File: config.mk
export PLATFORM = sky130hd
export DESIGN_NAME = guard_lock_supervisor
export DESIGN_NICKNAME = d
export VERILOG_FILES = /design/src/rtl/guard_lock_pkg.sv /design/src/rtl/guard_lock_supervisor.sv /design/src/rtl/guard_reset_accept.sv /design/src/rtl/guard_tick_gen.sv
export SDC_FILE = /design/constraint.sdc
export NUM_CORES = 1
export LEC_CHECK = 0
export BUFFER_PORTS_ARGS = -buffer_cell sky130_fd_sc_hd__buf_2
export CAP_MARGIN = 0
export CORE_ASPECT_RATIO = 0.5
export CORE_MARGIN = 5
export CORE_UTILIZATION = 64
export DETAILED_ROUTE_END_ITERATION = 8
export PLACE_DENSITY_LB_ADDON = 0.1
export SLEW_MARGIN = 20
export SYNTH_ARGS = -nofsm -noshare
export SYNTH_HDL_FRONTEND = slang
export SYNTH_HIERARCHICAL = 1
export SYNTH_SLANG_ARGS = --single-unit
File: constraint.sdc
create_clock -name ref_clk -period 2.93 [get_ports ref_clk]
set_input_delay 0.4395 -clock ref_clk [delete_from_list [all_inputs] [get_ports ref_clk]]
set_output_delay 0.4395 -clock ref_clk [all_outputs]
set_load 0.01 [all_outputs]
File: src/rtl/guard_lock_pkg.sv
// Shared constants, types and time-select functions for the guard lock block
package guard_lock_pkg;

	// ------------------------------------------------------------------
	// Timing base
	// ------------------------------------------------------------------
	localparam int unsigned CLK_HZ      = 10_000_000; // System clock rate
	localparam int unsigned TICK_MS     = 10;         // Timing tick period
	localparam int unsigned TICK_CYCLES = CLK_HZ / 1000 * TICK_MS;
	localparam int          TICK_W      = 17;         // Holds TICK_CYCLES
	localparam int          CNT_W       = 12;         // Holds 2500 ticks

	// ------------------------------------------------------------------
	// Register map (byte offsets)
	// ------------------------------------------------------------------
	localparam logic [7:0] OFF_CTRL     = 8'h00;
	localparam logic [7:0] OFF_UNL_SEL  = 8'h04;
	localparam logic [7:0] OFF_FBK_SEL  = 8'h08;
	localparam logic [7:0] OFF_STATE    = 8'h0c;
	localparam logic [7:0] OFF_IRQ_STS  = 8'h10;
	localparam logic [7:0] OFF_IRQ_MASK = 8'h14;

	// Control bit positions
	localparam int CTRL_NO_GATE = 0; // Gate sensor not fitted
	localparam int CTRL_MAND    = 1; // Gate must open each cycle
	localparam int CTRL_SPRING  = 2; // Spring interlock lock
	localparam int CTRL_MONITOR = 3; // Monitored fault reset
	localparam int CTRL_ERR_EN  = 4; // Error output enabled
	localparam int CTRL_W       = 5;

	// Reset values
	localparam logic [4:0] CTRL_RST    = 5'h00;
	localparam logic [4:0] UNL_SEL_RST = 5'h05; // 0.5 s
	localparam logic [4:0] FBK_SEL_RST = 5'h09; // 100 ms
	localparam logic [2:0] IRQ_RST     = 3'h0;

	// Interrupt bit positions
	localparam int IRQ_RELEASED = 0;
	localparam int IRQ_RELOCKED = 1;
	localparam int IRQ_FAULT    = 2;
	localparam int IRQ_W        = 3;

	// ------------------------------------------------------------------
	// Time selection tables
	// ------------------------------------------------------------------
	localparam logic [4:0] UNL_SEG1_LAST = 5'h0a; // 1 s
	localparam logic [4:0] UNL_SEG2_LAST = 5'h1c; // 10 s
	localparam int unsigned UNL_STEP1_MS = 100;
	localparam int unsigned UNL_STEP2_MS = 500;
	localparam int unsigned UNL_STEP3_MS = 5000;
	localparam int unsigned UNL_BASE2_MS = 1000;
	localparam int unsigned UNL_BASE3_MS = 10000;
	localparam logic [4:0] FBK_SEG1_LAST = 5'h09; // 100 ms
	localparam logic [4:0] FBK_SEG2_LAST = 5'h1b; // 1 s
	localparam int unsigned FBK_STEP1_MS = 10;
	localparam int unsigned FBK_STEP2_MS = 50;
	localparam int unsigned FBK_STEP3_MS = 500;
	localparam int unsigned FBK_BASE2_MS = 100;
	localparam int unsigned FBK_BASE3_MS = 1000;

	// Lock cycle states, Gray coded along the normal path except the ST_WAIT_LOCK to ST_LOCKED step
	typedef enum logic [2:0] {
		ST_LOCKED    = 3'h0,
		ST_DELAY     = 3'h1,
		ST_WAIT_REL  = 3'h3,
		ST_RELEASED  = 3'h2,
		ST_WAIT_LOCK = 3'h6,
		ST_FAULT     = 3'h7
	} lock_st_e;

	// Unlock delay select index to tick count
	function automatic logic [CNT_W-1:0] unlock_ticks(input logic [4:0] i);
		int unsigned ms;
		if (i <= UNL_SEG1_LAST)
			ms = 32'(i) * UNL_STEP1_MS;
		else if (i <= UNL_SEG2_LAST)
			ms = UNL_BASE2_MS + 32'(i - UNL_SEG1_LAST) * UNL_STEP2_MS;
		else
			ms = UNL_BASE3_MS + 32'(i - UNL_SEG2_LAST) * UNL_STEP3_MS;
		return CNT_W'(ms / TICK_MS);
	endfunction

	// Feedback time select index to tick count
	function automatic logic [CNT_W-1:0] fbk_ticks(input logic [4:0] i);
		int unsigned ms;
		if (i <= FBK_SEG1_LAST)
			ms = 32'(i + 5'h01) * FBK_STEP1_MS;
		else if (i <= FBK_SEG2_LAST)
			ms = FBK_BASE2_MS + 32'(i - FBK_SEG1_LAST) * FBK_STEP2_MS;
		else
			ms = FBK_BASE3_MS + 32'(i - FBK_SEG2_LAST) * FBK_STEP3_MS;
		return CNT_W'(ms / TICK_MS);
	endfunction

endpackage

File: src/rtl/guard_lock_supervisor.sv
// Guard lock supervisor top level with AHB-Lite register slave
//
// Overview of operation
// - Unlock request drops status before drive changes
// - Drive releases only after unlock delay
// - Unlock delay selectable in three step ranges
// - Feedback time selectable in three step ranges
// - Feedback not following within time is fault
// - With gate, relock only once gate closed
// - Status true when locked and gate closed
// - Mandatory mode: no opening gives error
// - Mandatory mode: cycle needs opening then closing
// - Manual reset accepts one rising edge
// - Monitored reset needs rise then fall
// - Spring interlock: energised means released
// - No-gate option ignores the gate input, except in the mandatory-mode opening check
// - Enabled error output flags lock faults
// - Status held false during any fault
//
// The address map and register access over AHB-Lite were left to the implementer.
`timescale 1ns/1ps

module guard_lock_supervisor #(
	parameter int unsigned TICK_CYCLES = guard_lock_pkg::TICK_CYCLES
) (
	input  wire logic        ref_clk,
	input  wire logic        reset_n,
	input  wire logic        hsel,
	input  wire logic [31:0] haddr,
	input  wire logic [1:0]  htrans,
	input  wire logic        hwrite,
	input  wire logic [2:0]  hsize,
	input  wire logic [31:0] hwdata,
	input  wire logic        hready,
	output logic             hreadyout,
	output logic             hresp,
	output logic [31:0]      hrdata,
	input  wire logic        unlock_req,
	input  wire logic        lock_fbk,
	input  wire logic        gate_closed,
	input  wire logic        fault_reset,
	output logic             lock_drive,
	output logic             guard_ok_status,
	output logic             error_out,
	output logic             irq
);

	// ------------------------------------------------------------------
	// Reset synchroniser
	// ------------------------------------------------------------------
	logic [1:0] rst_sync_q; // Release chain
	logic       rst_n_s;    // Synchronised reset

	// Assert at once, release after two edges
	always_ff @(posedge ref_clk or negedge reset_n) begin
		if (!reset_n)
			rst_sync_q <= 2'h0;
		else
			rst_sync_q <= {rst_sync_q[0], 1'b1};
	end
	assign rst_n_s = rst_sync_q[1];

	// ------------------------------------------------------------------
	// Helpers
	// ------------------------------------------------------------------
	logic tick;      // Timing tick
	logic rst_accept; // Qualified fault reset

	guard_tick_gen #(
		.TICK_CYCLES (TICK_CYCLES)
	) u_tick (
		.clk   (ref_clk),
		.rst_n (rst_n_s),
		.tick  (tick)
	);

	// ------------------------------------------------------------------
	// State
	// ------------------------------------------------------------------
	typedef struct packed {
		guard_lock_pkg::lock_st_e               st;      // Lock cycle
		logic [guard_lock_pkg::CNT_W-1:0]       cnt;     // Tick counter
		logic                                   opened;  // Gate seen open
		logic                                   fault;   // Latched fault
		logic                                   ok;      // Status output
		logic                                   drive;   // Actuator output
		logic                                   err;     // Error output
		logic                                   irq;     // Interrupt output
		logic [guard_lock_pkg::IRQ_W-1:0]       sts;     // Sticky events
		logic [guard_lock_pkg::IRQ_W-1:0]       mask;    // Event enables
		logic [guard_lock_pkg::CTRL_W-1:0]      ctrl;    // Options
		logic [4:0]                             unl_sel; // Delay select
		logic [4:0]                             fbk_sel; // Feedback select
		logic                                   wr_pend; // Write data phase
		logic [7:0]                             waddr;   // Write offset
		logic [31:0]                            rdata;   // Read data
		logic                                   ready;   // Bus ready
	} sup_s;

	sup_s q; // Registered state
	sup_s d; // Next state

	guard_reset_accept u_racc (
		.clk         (ref_clk),
		.rst_n       (rst_n_s),
		.fault_reset (fault_reset),
		.monitored   (q.ctrl[guard_lock_pkg::CTRL_MONITOR]),
		.accept      (rst_accept)
	);

	// ------------------------------------------------------------------
	// Next-state logic
	// ------------------------------------------------------------------
	logic gate_ok;  // Gate closed, or gate not fitted
	logic release_d; // Lock wanted released in next state
	localparam int IRQ_LEN = guard_lock_pkg::IRQ_W;
	logic addr_ph;  // Valid address phase this cycle
	logic [IRQ_LEN-1:0] set_ev; // Events raised this cycle

	always_comb begin
		d       = q;
		set_ev  = '0;
		d.ready = 1'b1;
		gate_ok = q.ctrl[guard_lock_pkg::CTRL_NO_GATE] || gate_closed;
		addr_ph = hsel && htrans[1] && hready;

		// Register writes land in the data phase
		d.wr_pend = addr_ph && hwrite;
		d.waddr   = haddr[7:0];
		if (q.wr_pend) begin
			case (q.waddr)
				guard_lock_pkg::OFF_CTRL:
					d.ctrl = hwdata[guard_lock_pkg::CTRL_W-1:0];
				guard_lock_pkg::OFF_UNL_SEL:
					d.unl_sel = hwdata[4:0];
				guard_lock_pkg::OFF_FBK_SEL:
					d.fbk_sel = hwdata[4:0];
				guard_lock_pkg::OFF_IRQ_MASK:
					d.mask = hwdata[IRQ_LEN-1:0];
				default: ;
			endcase
		end

		// Lock cycle; the timers advance only on the tick
		case (q.st)
			// Locked and supervised
			guard_lock_pkg::ST_LOCKED: begin
				if (unlock_req) begin
					d.st     = guard_lock_pkg::ST_DELAY;
					d.cnt    = guard_lock_pkg::unlock_ticks(q.unl_sel);
					d.opened = 1'b0;
				end else if (!gate_ok || !lock_fbk) begin
					d.st = guard_lock_pkg::ST_FAULT;
				end
			end
			// Waiting out the unlock delay
			guard_lock_pkg::ST_DELAY: begin
				if (!unlock_req) begin
					d.st = guard_lock_pkg::ST_LOCKED;
				end else if (q.cnt == '0) begin
					d.st  = guard_lock_pkg::ST_WAIT_REL;
					d.cnt = guard_lock_pkg::fbk_ticks(q.fbk_sel);
				end else if (tick) begin
					d.cnt = q.cnt - 1'b1;
				end
			end
			// Released drive, feedback must follow
			guard_lock_pkg::ST_WAIT_REL: begin
				if (!lock_fbk) begin
					d.st = guard_lock_pkg::ST_RELEASED;
					set_ev[guard_lock_pkg::IRQ_RELEASED] = 1'b1;
				end else if (tick && q.cnt <= 1) begin
					d.st = guard_lock_pkg::ST_FAULT;
				end else if (tick) begin
					d.cnt = q.cnt - 1'b1;
				end
			end
			// Unlocked; relock needs request gone and gate shut, or gate not fitted
			guard_lock_pkg::ST_RELEASED: begin
				if (!gate_closed)
					d.opened = 1'b1;
				if (!unlock_req && gate_ok) begin
					d.st  = guard_lock_pkg::ST_WAIT_LOCK;
					d.cnt = guard_lock_pkg::fbk_ticks(q.fbk_sel);
				end
			end
			// Drive back to locked, feedback must follow
			guard_lock_pkg::ST_WAIT_LOCK: begin
				if (lock_fbk) begin
					set_ev[guard_lock_pkg::IRQ_RELOCKED] = 1'b1;
					if (q.ctrl[guard_lock_pkg::CTRL_MAND] && !q.opened)
						d.st = guard_lock_pkg::ST_FAULT;
					else
						d.st = guard_lock_pkg::ST_LOCKED;
				end else if (tick && q.cnt <= 1) begin
					d.st = guard_lock_pkg::ST_FAULT;
				end else if (tick) begin
					d.cnt = q.cnt - 1'b1;
				end
			end
			// Held safe until a qualified reset
			guard_lock_pkg::ST_FAULT: begin
				if (rst_accept) begin
					d.st    = guard_lock_pkg::ST_WAIT_LOCK;
					d.cnt   = guard_lock_pkg::fbk_ticks(q.fbk_sel);
					d.fault = 1'b0;
					d.err   = 1'b0;
					// A fault reset ends no unlock cycle: waive opening check
					d.opened = 1'b1;
				end
			end
			default: d.st = guard_lock_pkg::ST_FAULT;
		endcase

		// Fault entry latches the error flags
		if (d.st == guard_lock_pkg::ST_FAULT &&
		    q.st != guard_lock_pkg::ST_FAULT) begin
			d.fault = 1'b1;
			d.err   = q.ctrl[guard_lock_pkg::CTRL_ERR_EN];
			set_ev[guard_lock_pkg::IRQ_FAULT] = 1'b1;
		end

		// Outputs from the next state
		release_d = (d.st == guard_lock_pkg::ST_WAIT_REL) ||
		            (d.st == guard_lock_pkg::ST_RELEASED);
		// Spring lock is released by energising; power lock the reverse
		d.drive = q.ctrl[guard_lock_pkg::CTRL_SPRING] ? release_d
		                                              : !release_d;
		d.ok = (d.st == guard_lock_pkg::ST_LOCKED) && lock_fbk && gate_ok &&
		       !unlock_req && !d.fault;

		// Sticky events: a new event beats a same-cycle clear
		if (q.wr_pend && q.waddr == guard_lock_pkg::OFF_IRQ_STS)
			d.sts = q.sts & ~hwdata[IRQ_LEN-1:0];
		d.sts = d.sts | set_ev;
		d.irq = |(d.sts & d.mask);

		// Read data from the updated view so writes are seen at once
		d.rdata = 32'h0000_0000;
		if (addr_ph && !hwrite) begin
			case (haddr[7:0])
				guard_lock_pkg::OFF_CTRL:
					d.rdata[guard_lock_pkg::CTRL_W-1:0] = d.ctrl;
				guard_lock_pkg::OFF_UNL_SEL:  d.rdata[4:0] = d.unl_sel;
				guard_lock_pkg::OFF_FBK_SEL:  d.rdata[4:0] = d.fbk_sel;
				guard_lock_pkg::OFF_STATE:
					d.rdata[8:0] = {d.opened, d.fault, d.err, d.ok,
					                d.drive, 1'b0, d.st};
				guard_lock_pkg::OFF_IRQ_STS:  d.rdata[IRQ_LEN-1:0] = d.sts;
				guard_lock_pkg::OFF_IRQ_MASK: d.rdata[IRQ_LEN-1:0] = d.mask;
				default: ;
			endcase
		end
	end

	// ------------------------------------------------------------------
	// State register
	// ------------------------------------------------------------------
	always_ff @(posedge ref_clk or negedge rst_n_s) begin
		if (!rst_n_s) begin
			q         <= '0;
			q.st      <= guard_lock_pkg::ST_LOCKED;
			q.ctrl    <= guard_lock_pkg::CTRL_RST;
			q.unl_sel <= guard_lock_pkg::UNL_SEL_RST;
			q.fbk_sel <= guard_lock_pkg::FBK_SEL_RST;
			q.sts     <= guard_lock_pkg::IRQ_RST;
			q.mask    <= guard_lock_pkg::IRQ_RST;
			q.drive   <= 1'b1;
			q.ready   <= 1'b1;
		end else begin
			q <= d;
		end
	end

	// Outputs straight from the state register; hresp tied low
	assign hreadyout       = q.ready;
	assign hresp           = 1'b0;
	assign hrdata          = q.rdata;
	assign lock_drive      = q.drive;
	assign guard_ok_status = q.ok;
	assign error_out       = q.err;
	assign irq             = q.irq;
endmodule

File: src/rtl/guard_reset_accept.sv
// Fault reset input qualifier: manual or monitored acceptance
`timescale 1ns/1ps

module guard_reset_accept (
	input  wire logic clk,
	input  wire logic rst_n,
	input  wire logic fault_reset,
	input  wire logic monitored,
	output logic      accept
);

	// ------------------------------------------------------------------
	// State
	// ------------------------------------------------------------------
	typedef struct packed {
		logic prev;   // Input one cycle ago
		logic armed;  // Rising edge seen, waiting for fall
		logic accept; // One-cycle acceptance pulse
	} racc_s;

	racc_s q; // Registered state
	racc_s d; // Next state

	// Edge tracking; monitored mode needs the full high pulse
	always_comb begin
		d        = q;
		d.prev   = fault_reset;
		d.accept = 1'b0;
		if (!monitored) begin
			d.armed  = 1'b0;
			d.accept = fault_reset && !q.prev;
		end else if (fault_reset && !q.prev) begin
			d.armed = 1'b1;
		end else if (!fault_reset && q.prev && q.armed) begin
			d.armed  = 1'b0;
			d.accept = 1'b1;
		end
	end

	// State register
	always_ff @(posedge clk or negedge rst_n) begin
		if (!rst_n)
			q <= '0;
		else
			q <= d;
	end

	assign accept = q.accept;
endmodule

File: src/rtl/guard_tick_gen.sv
// Periodic timing tick divider for the guard lock supervisor
`timescale 1ns/1ps

module guard_tick_gen #(
	parameter int unsigned TICK_CYCLES = guard_lock_pkg::TICK_CYCLES
) (
	input  wire logic clk,
	input  wire logic rst_n,
	output logic      tick
);

	// ------------------------------------------------------------------
	// State
	// ------------------------------------------------------------------
	typedef struct packed {
		logic [guard_lock_pkg::TICK_W-1:0] cnt; // Cycles left to tick
		logic                               tick; // One-cycle pulse
	} tick_s;

	tick_s q; // Registered state
	tick_s d; // Next state

	// Count down and pulse once per period
	always_comb begin
		d = q;
		d.tick = 1'b0;
		if (q.cnt == '0) begin
			d.cnt  = guard_lock_pkg::TICK_W'(TICK_CYCLES - 1);
			d.tick = 1'b1;
		end else begin
			d.cnt = q.cnt - 1'b1;
		end
	end

	// State register
	always_ff @(posedge clk or negedge rst_n) begin
		if (!rst_n)
			q <= '0;
		else
			q <= d;
	end

	assign tick = q.tick;

endmodule

==> results.cfg, run 1 <==
[outcome]
outcome = did not finish
lastStage = 5_1_grt
firstError = [ERROR GRT-0232] Routing congestion too high. Check the congestion heatmap in the GUI.

[floorplanning]
die_y_um = 128
initial_core_util_pct = 64.6
ioPinCount = 116
num_rows = 43
dieWidth_um = 246

[clock_network]
cts_root_buffer = clkbuf_16
clk_path_buf_depth = 2
cts.sinks = 83
cts_made_buffers = 9
cts_max_level = 3

[yosys]
synth.largest_area_cell = dfrtp_1
synth_warnings = 6
synthTopCellsByCount = 212 x nor2_1, 192 x nand2_1, 188 x inv_1
avgSynthCellArea_um2 = 7.61
syn_area_um2 = 17800
yosysUniqueCellTypes = 127
async_flop_share_pct = 100
synth_top_cell_area_share_pct = 11.0
synth.most_common_cell = nor2_1
ys.flop_type = dfrtp_1
synth_edf_count = 0
synth_seq_cells = 83
ys_seq_area_share_pct = 11.7
synthTopCellsByArea = dfrtp_1 11%, ha_1 11%, fa_1 5.6%, xnor2_1 5.4%, nor2_1 4.5%
synthCells = 2339

[place]
gp_congestion = 0.986
io_buffers = 35
hpwl_um = 52400
pre_cts_ws_ns = -10.30

[global_routing]
grtUsageTotal_pct = 72.7
grt_max_degree = 82
overflow = 62
[metal layers]
metal  overflow  GRT usage [%]
met1          0           70.3
met5          0           35.9
met4         26           72.8
met3          0           57.6
met2         36           91.4
[cells by family after synthesis]
logic type | Yosys count | share of synthesized area [%]
AND/OR/NAND/NOR | 796 | 22.3
AO/OA/AOI/OAI | 742 | 31.1
buffers and inverters | 306 | 7.35
adder cells (fa/ha/maj) | 208 | 16.7
XOR/XNOR | 148 | 7.37
flip-flops | 83 | 11.7
multiplexers | 54 | 3.45
other | 2 | 0.0422
[stage by stage]
stage	instances	hold WS, ns	instance area (µm²)	TNS [ns]	util [%]
4_1_cts	3519	0.214	25800	-103.26	93.5
3_5_place_dp	3445	0.231	24100	-108.03	87.5
2_1_floorplan	2363	0.144	18200	-98.91	-
3_3_place_gp	3445	0.224	24100	-103.18	87.5
[repair_timing]
action	CTS
pin swaps	121
hold buffers	1
endpoints found under the setup margin	24
gates resized for setup	190
endpoints found under the hold margin	2
cloned	1
buffers inserted	59
==> inputs of run 2 (changes only) <==
--- a/config.mk
+++ b/config.mk
@@ -7,11 +7,10 @@
 export LEC_CHECK = 0
 export BUFFER_PORTS_ARGS = -buffer_cell sky130_fd_sc_hd__buf_2
 export CAP_MARGIN = 0
-export CORE_ASPECT_RATIO = 0.5
 export CORE_MARGIN = 5
-export CORE_UTILIZATION = 64
+export CORE_UTILIZATION = 40
 export DETAILED_ROUTE_END_ITERATION = 8
-export PLACE_DENSITY_LB_ADDON = 0.1
+export PLACE_DENSITY_LB_ADDON = 0.15
 export SLEW_MARGIN = 20
 export SYNTH_ARGS = -nofsm -noshare
 export SYNTH_HDL_FRONTEND = slang
==> run 2 against run 1 <==
Net effect: the flow now finishes, with violations (setup timing); synthesized cell count is the same; synthesized area is the same.
==> results.cfg, run 2 <==
[global_routing]
grt_pass1_wl_um = 102000
overflow = 0
grt_pass1_vias = 20500
grt_use_met2_pct = 42.0
grtUsageTotal_pct = 24.1
use_met1_pct = 33.0
use_met3_pct = 1.74
busiest_layer = met2
grt_max_degree = 42
antenna_found_initial = 0

[critical_path]
crit_cells = 55
timing.rr.start = q[42]
worstSetupStartpoint = q[42]
cp-start-kind = register
worstPathArrival_ns = 13.26
r2r_slack_ns = -10.09
path_class = register to register
reg2reg_depth = 55
critPathTopFamily = compound AO/OA/AOI/OAI gates
cp.buffers_inverters = 11
crit_path_end_kind = register
r2r-end = q[69]
critPathSlowestCell = dfstp_2
cpPeakStageDelay_ns = 0.63
worstPathMaxFanout = 6
crit_path_end = q[69]
cp_common_cell = buf_4
required_ns = 3.17

[sta]
setup_ws_ns = -10.09
slew_headroom_pct = 53.4
tightest_slew_ns = 0.699
finalHoldViolCount = 0
layout_worst_path_cycle_share_pct = 444
final.setup_skew_ns = 0.00859
period_minus_slack_ns = 13.02
drv_slew = 0
fmax_mhz = 76.8
rsz0062_at_grt = true
setup_viol = 17

[floorplanning]
core_um2 = 44100
initial_core_util_pct = 40.3
die_area_um2 = 48800
dieWidth_um = 221
die_y_um = 221
ioPinCount = 116
num_rows = 77

[yosys]
synthTopCellsByArea = dfrtp_1 11%, ha_1 11%, fa_1 5.6%, xnor2_1 5.4%, nor2_1 4.5%
synth_warnings = 6
ys.flop_type = dfrtp_1
ys_seq_area_share_pct = 11.7
synth_edf_count = 0
synthTopCellsByCount = 212 x nor2_1, 192 x nand2_1, 188 x inv_1
synth.most_common_cell = nor2_1
syn_area_um2 = 17800
synthCells = 2339
synth.largest_area_cell = dfrtp_1
yosysUniqueCellTypes = 127
async_flop_share_pct = 100
synth_top_cell_area_share_pct = 11.0
avgSynthCellArea_um2 = 7.61
synth_seq_cells = 83

[outcome]
outcome = complete, but fails checks
violations = setup timing

[detailed_routing]
wl_per_cell_um = 16.7
drt_iter0_markers = 1227
ant_nets = 0
via_per_inst = 5.50
routed_wl_um = 63200
first_pass_iters = 5
drc = 0
routed-via-count = 20800

[clock_network]
cts_made_buffers = 9
cts_max_level = 3
cts.sinks = 83
clkLatencyLatePin_ns = 0.35
clk_pin_slew_worst_paths_ns = 0.07
cts_root_buffer = clkbuf_16
clk_path_buf_depth = 2
cts_tree = yes

[layout]
layout_commonest_cell = buf_4
antennaDiodeCount = 0
largest_reg_flops = 47
postLayoutCoreUtil_pct = 61.2
nets = 3463
syn2layout_area_growth_pct = 51.8
drive_above_1_share_pct = 40.5
top_register = q
final_cell_mix = 846 x buf_4, 197 x nor2_1, 186 x inv_1, 184 x nand2_1, 151 x ha_1
fillers = 4000

[place]
gp_congestion = 0.910
io_buffers = 35
hpwl_um = 50300

[flow_run]
drv_cap = 0

[worst_hold_path]
holdCritPathClass = primary input to register
min_path_cells = 1
-- run 2: area by class of cell --
class / count / area [µm²] / area share, %
Clock buffer: 9 / 225 / 0.834
Clock inverter: 7 / 93.8 / 0.347
Inverter: 188 / 711 / 2.63
Multi-Input combinational cell: 1974 / 16100 / 59.8
Sequential cell: 83 / 2090 / 7.73
Tap cell: 592 / 741 / 2.74
Timing Repair Buffer: 923 / 7000 / 25.9
-- run 2: cells by family (layout without fill, tap and decap cells) --
| logic type | count (synthesis) | count (layout) | synth area share [%] |
|---|---|---|---|
| and+or+nand+nor | 796 | 796 | 22.3 |
| AOI/OAI and AO/OA | 742 | 742 | 31.1 |
| buffers and inverters | 306 | 1127 | 7.35 |
| adders and majority gates | 208 | 208 | 16.7 |
| xor gates and xnor gates | 148 | 148 | 7.37 |
| DFF | 83 | 83 | 11.7 |
| muxes | 54 | 54 | 3.45 |
| other | 2 | 26 | 0.0422 |
-- run 2: layer usage --
layer	vias up	share of wire (%)
met2	480	48
met1	9922	46
li1	10300	-
met5	-	0
met3	100	3.6
met4	0	2.2
-- run 2: repair_timing --
action,4_1_cts,5_1_grt
pin swaps,86,77
setup buffers,47,41
hold buffers,1,0
endpoints found under the hold margin,2,0
gates cloned,0,1
gates resized for setup,171,135
setup endpoints to repair,22,19
-- run 2: per-stage QoR --
step	hold WS [ns]	TNS (ns)	cells	worst slack (ns)	instance area (µm²)
global route	0.198	-109.31	3776	-10.54	27000
floorplan	0.144	-98.91	2363	-9.72	18200
detailed placement	0.229	-108.81	3675	-10.38	24500
global placement	0.223	-106.94	3675	-10.15	24500
CTS	0.193	-101.53	3736	-9.90	26000
finish	0.204	-103.48	3776	-10.09	27000
-- run 2: worst min-delay path by stage --
stage | from | slack, ns | endpoint
final | haddr[5] | 0.20 | q[38]
after global routing | haddr[5] | 0.20 | q[38]
after CTS | haddr[5] | 0.19 | q[38]
after detailed placement | reset_n | 0.23 | rst_sync_q[0]
after global placement | reset_n | 0.22 | rst_sync_q[0]
after floorplan | reset_n | 0.14 | rst_sync_q[0]
Power of run 2 is not shown: default switching activity piles up to over one toggle a cycle in this logic, so the estimate is an artifact.
==> inputs of run 3 (changes only) <==
--- a/config.mk
+++ b/config.mk
@@ -10,7 +10,7 @@
 export CORE_MARGIN = 5
 export CORE_UTILIZATION = 40
 export DETAILED_ROUTE_END_ITERATION = 8
-export PLACE_DENSITY_LB_ADDON = 0.15
+export PLACE_DENSITY = 0.65
 export SLEW_MARGIN = 20
 export SYNTH_ARGS = -nofsm -noshare
 export SYNTH_HDL_FRONTEND = slang
==> run 3 against run 2 <==
Net effect: the run still ends with setup timing left; final area fell by 1.9%; clock-buffer cell count did not move; global-route usage decreased by 1.2 points; maximum frequency is essentially flat; via count is 0.42% higher; critical path depth shrank 2; routed wire length decreased by 4.4%; die area is the same; largest cell class unchanged; flip-flop and latch count is the same; sequential share of layout area up 0.15 points.
==> results.cfg, run 3 (synthesized netlist as in run 2, its figures left out) <==
[sta]
fmax_mhz = 76.9
tns_ns = -103.68
setup_ws_ns = -10.08
slew_headroom_pct = 53.5
rsz0062_at_grt = true
period_minus_slack_ns = 13.01
drv_slew = 0
layout_worst_path_cycle_share_pct = 444
final.setup_skew_ns = 0.0118
setup_viol = 14
tightest_slew_ns = 0.695
finalHoldViolCount = 0

[detailed_routing]
ant_nets = 0
drt_iter0_markers = 1320
wl_per_cell_um = 16.2
first_pass_iters = 8
routed-via-count = 20900
routed_wl_um = 60400
drc = 0
via_per_inst = 5.60

[floorplanning]
die_y_um = 221
ioPinCount = 116
die_area_um2 = 48800
core_um2 = 44100
num_rows = 77
initial_core_util_pct = 40.3
dieWidth_um = 221

[layout]
nets = 3415
fillers = 3911
antennaDiodeCount = 0
finalNonFillerCells = 3728
final_cell_mix = 803 x buf_4, 194 x nor2_1, 186 x inv_1, 186 x nand2_1, 150 x ha_1
multiInputGateArea_um2 = 16000
drive_above_1_share_pct = 39.3
largest_reg_flops = 47
seqCellArea_um2 = 2090
top_register = q
postLayoutCoreUtil_pct = 60.0
layout_commonest_cell = buf_4
syn2layout_area_growth_pct = 48.9

[clock_network]
cts.sinks = 83
cts_tree = yes
clk_path_buf_depth = 2
cts_made_buffers = 9
cts_max_level = 3
clk_pin_slew_worst_paths_ns = 0.07
cts_root_buffer = clkbuf_16
clkLatencyLatePin_ns = 0.35

[outcome]
outcome = complete, but fails checks
violations = setup timing

[place]
pre_cts_ws_ns = -10.28
io_buffers = 35
hpwl_um = 47800
dp_cells = 3647
gp_congestion = 0.951

[global_routing]
grt_pass1_vias = 20800
grt_max_degree = 82
overflow = 0
grtUsageTotal_pct = 22.9
antenna_found_initial = 1
grt_pass1_wl_um = 98100

[critical_path]
crit_path_end_kind = register
reg2reg_depth = 53
cp-start-kind = register
critPathSlowestCell = dfstp_2
worstPathArrival_ns = 13.24
required_ns = 3.16
r2r_slack_ns = -10.08
worstPathMaxFanout = 6
cp_common_cell = ha_4
path_class = register to register
cpPeakStageDelay_ns = 0.61

[worst_hold_path]
holdCritPathClass = primary input to register
min_path_cells = 1

[flow_run]
drv_cap = 0
==> run 3: cell type report <==
| type | count | share of cell area, % |
|---|---|---|
| Inverter | 188 | 2.68 |
| Tap cell | 592 | 2.80 |
| Clock inverter | 7 | 0.279 |
| Multi-Input combinational cell | 1975 | 60.4 |
| Timing Repair Buffer | 874 | 25.1 |
| Sequential cell | 83 | 7.88 |
| Clock buffer | 9 | 0.850 |
==> run 3: routing by layer <==
layer	up-vias	wire [µm]	global-route usage (%)
li1	10200	-	-
met1	10000	26000	28.9
met2	512	30400	41.9
met3	135	2230	1.87
met4	2	1740	6.36
met5	-	13	0
==> run 3: repair_timing <==
item | 4_1_cts | 5_1_grt
gates resized for setup | 115 | 164
setup endpoints to repair | 19 | 19
pin swaps | 50 | 95
cloned | 0 | 2
buffers inserted | 28 | 39
endpoints found under the hold margin | 2 | 0
hold buffers | 1 | 0
==> run 3: path summary, 6_finish.rpt <==
check                         startpoint            to
min                             haddr[7]         q[40]
min reg2reg                rst_sync_q[1]  u_tick/q[13]
max in group asynchronous  rst_sync_q[1]         q[45]
min in group asynchronous  rst_sync_q[1]  u_tick/q[13]
max reg2reg                        q[42]         q[69]
max                                q[42]         q[69]
==> run 3: stage by stage <==
step | area [µm²] | hold slack [ns]
6_report | 26500 | 0.204
5_1_grt | 26500 | 0.192
4_1_cts | 25300 | 0.198
3_5_place_dp | 24300 | 0.228
3_3_place_gp | 24300 | 0.227
2_1_floorplan | 18200 | 0.144
==> run 3: critical path: cells and delay by family, from the launching register on <==
| family | cells | cell delay [ns] |
|---|---|---|
| AOI/OAI and AO/OA | 25 | 6.31 |
| buffers and inverters | 5 | 0.50 |
| muxes | 1 | 0.34 |
| adders and majority gates | 7 | 2.23 |
| and+or+nand+nor | 14 | 2.69 |
| xor gates and xnor gates | 1 | 0.23 |
| DFF | 1 | 0.61 |
Power of run 3 is left out for the same reason.
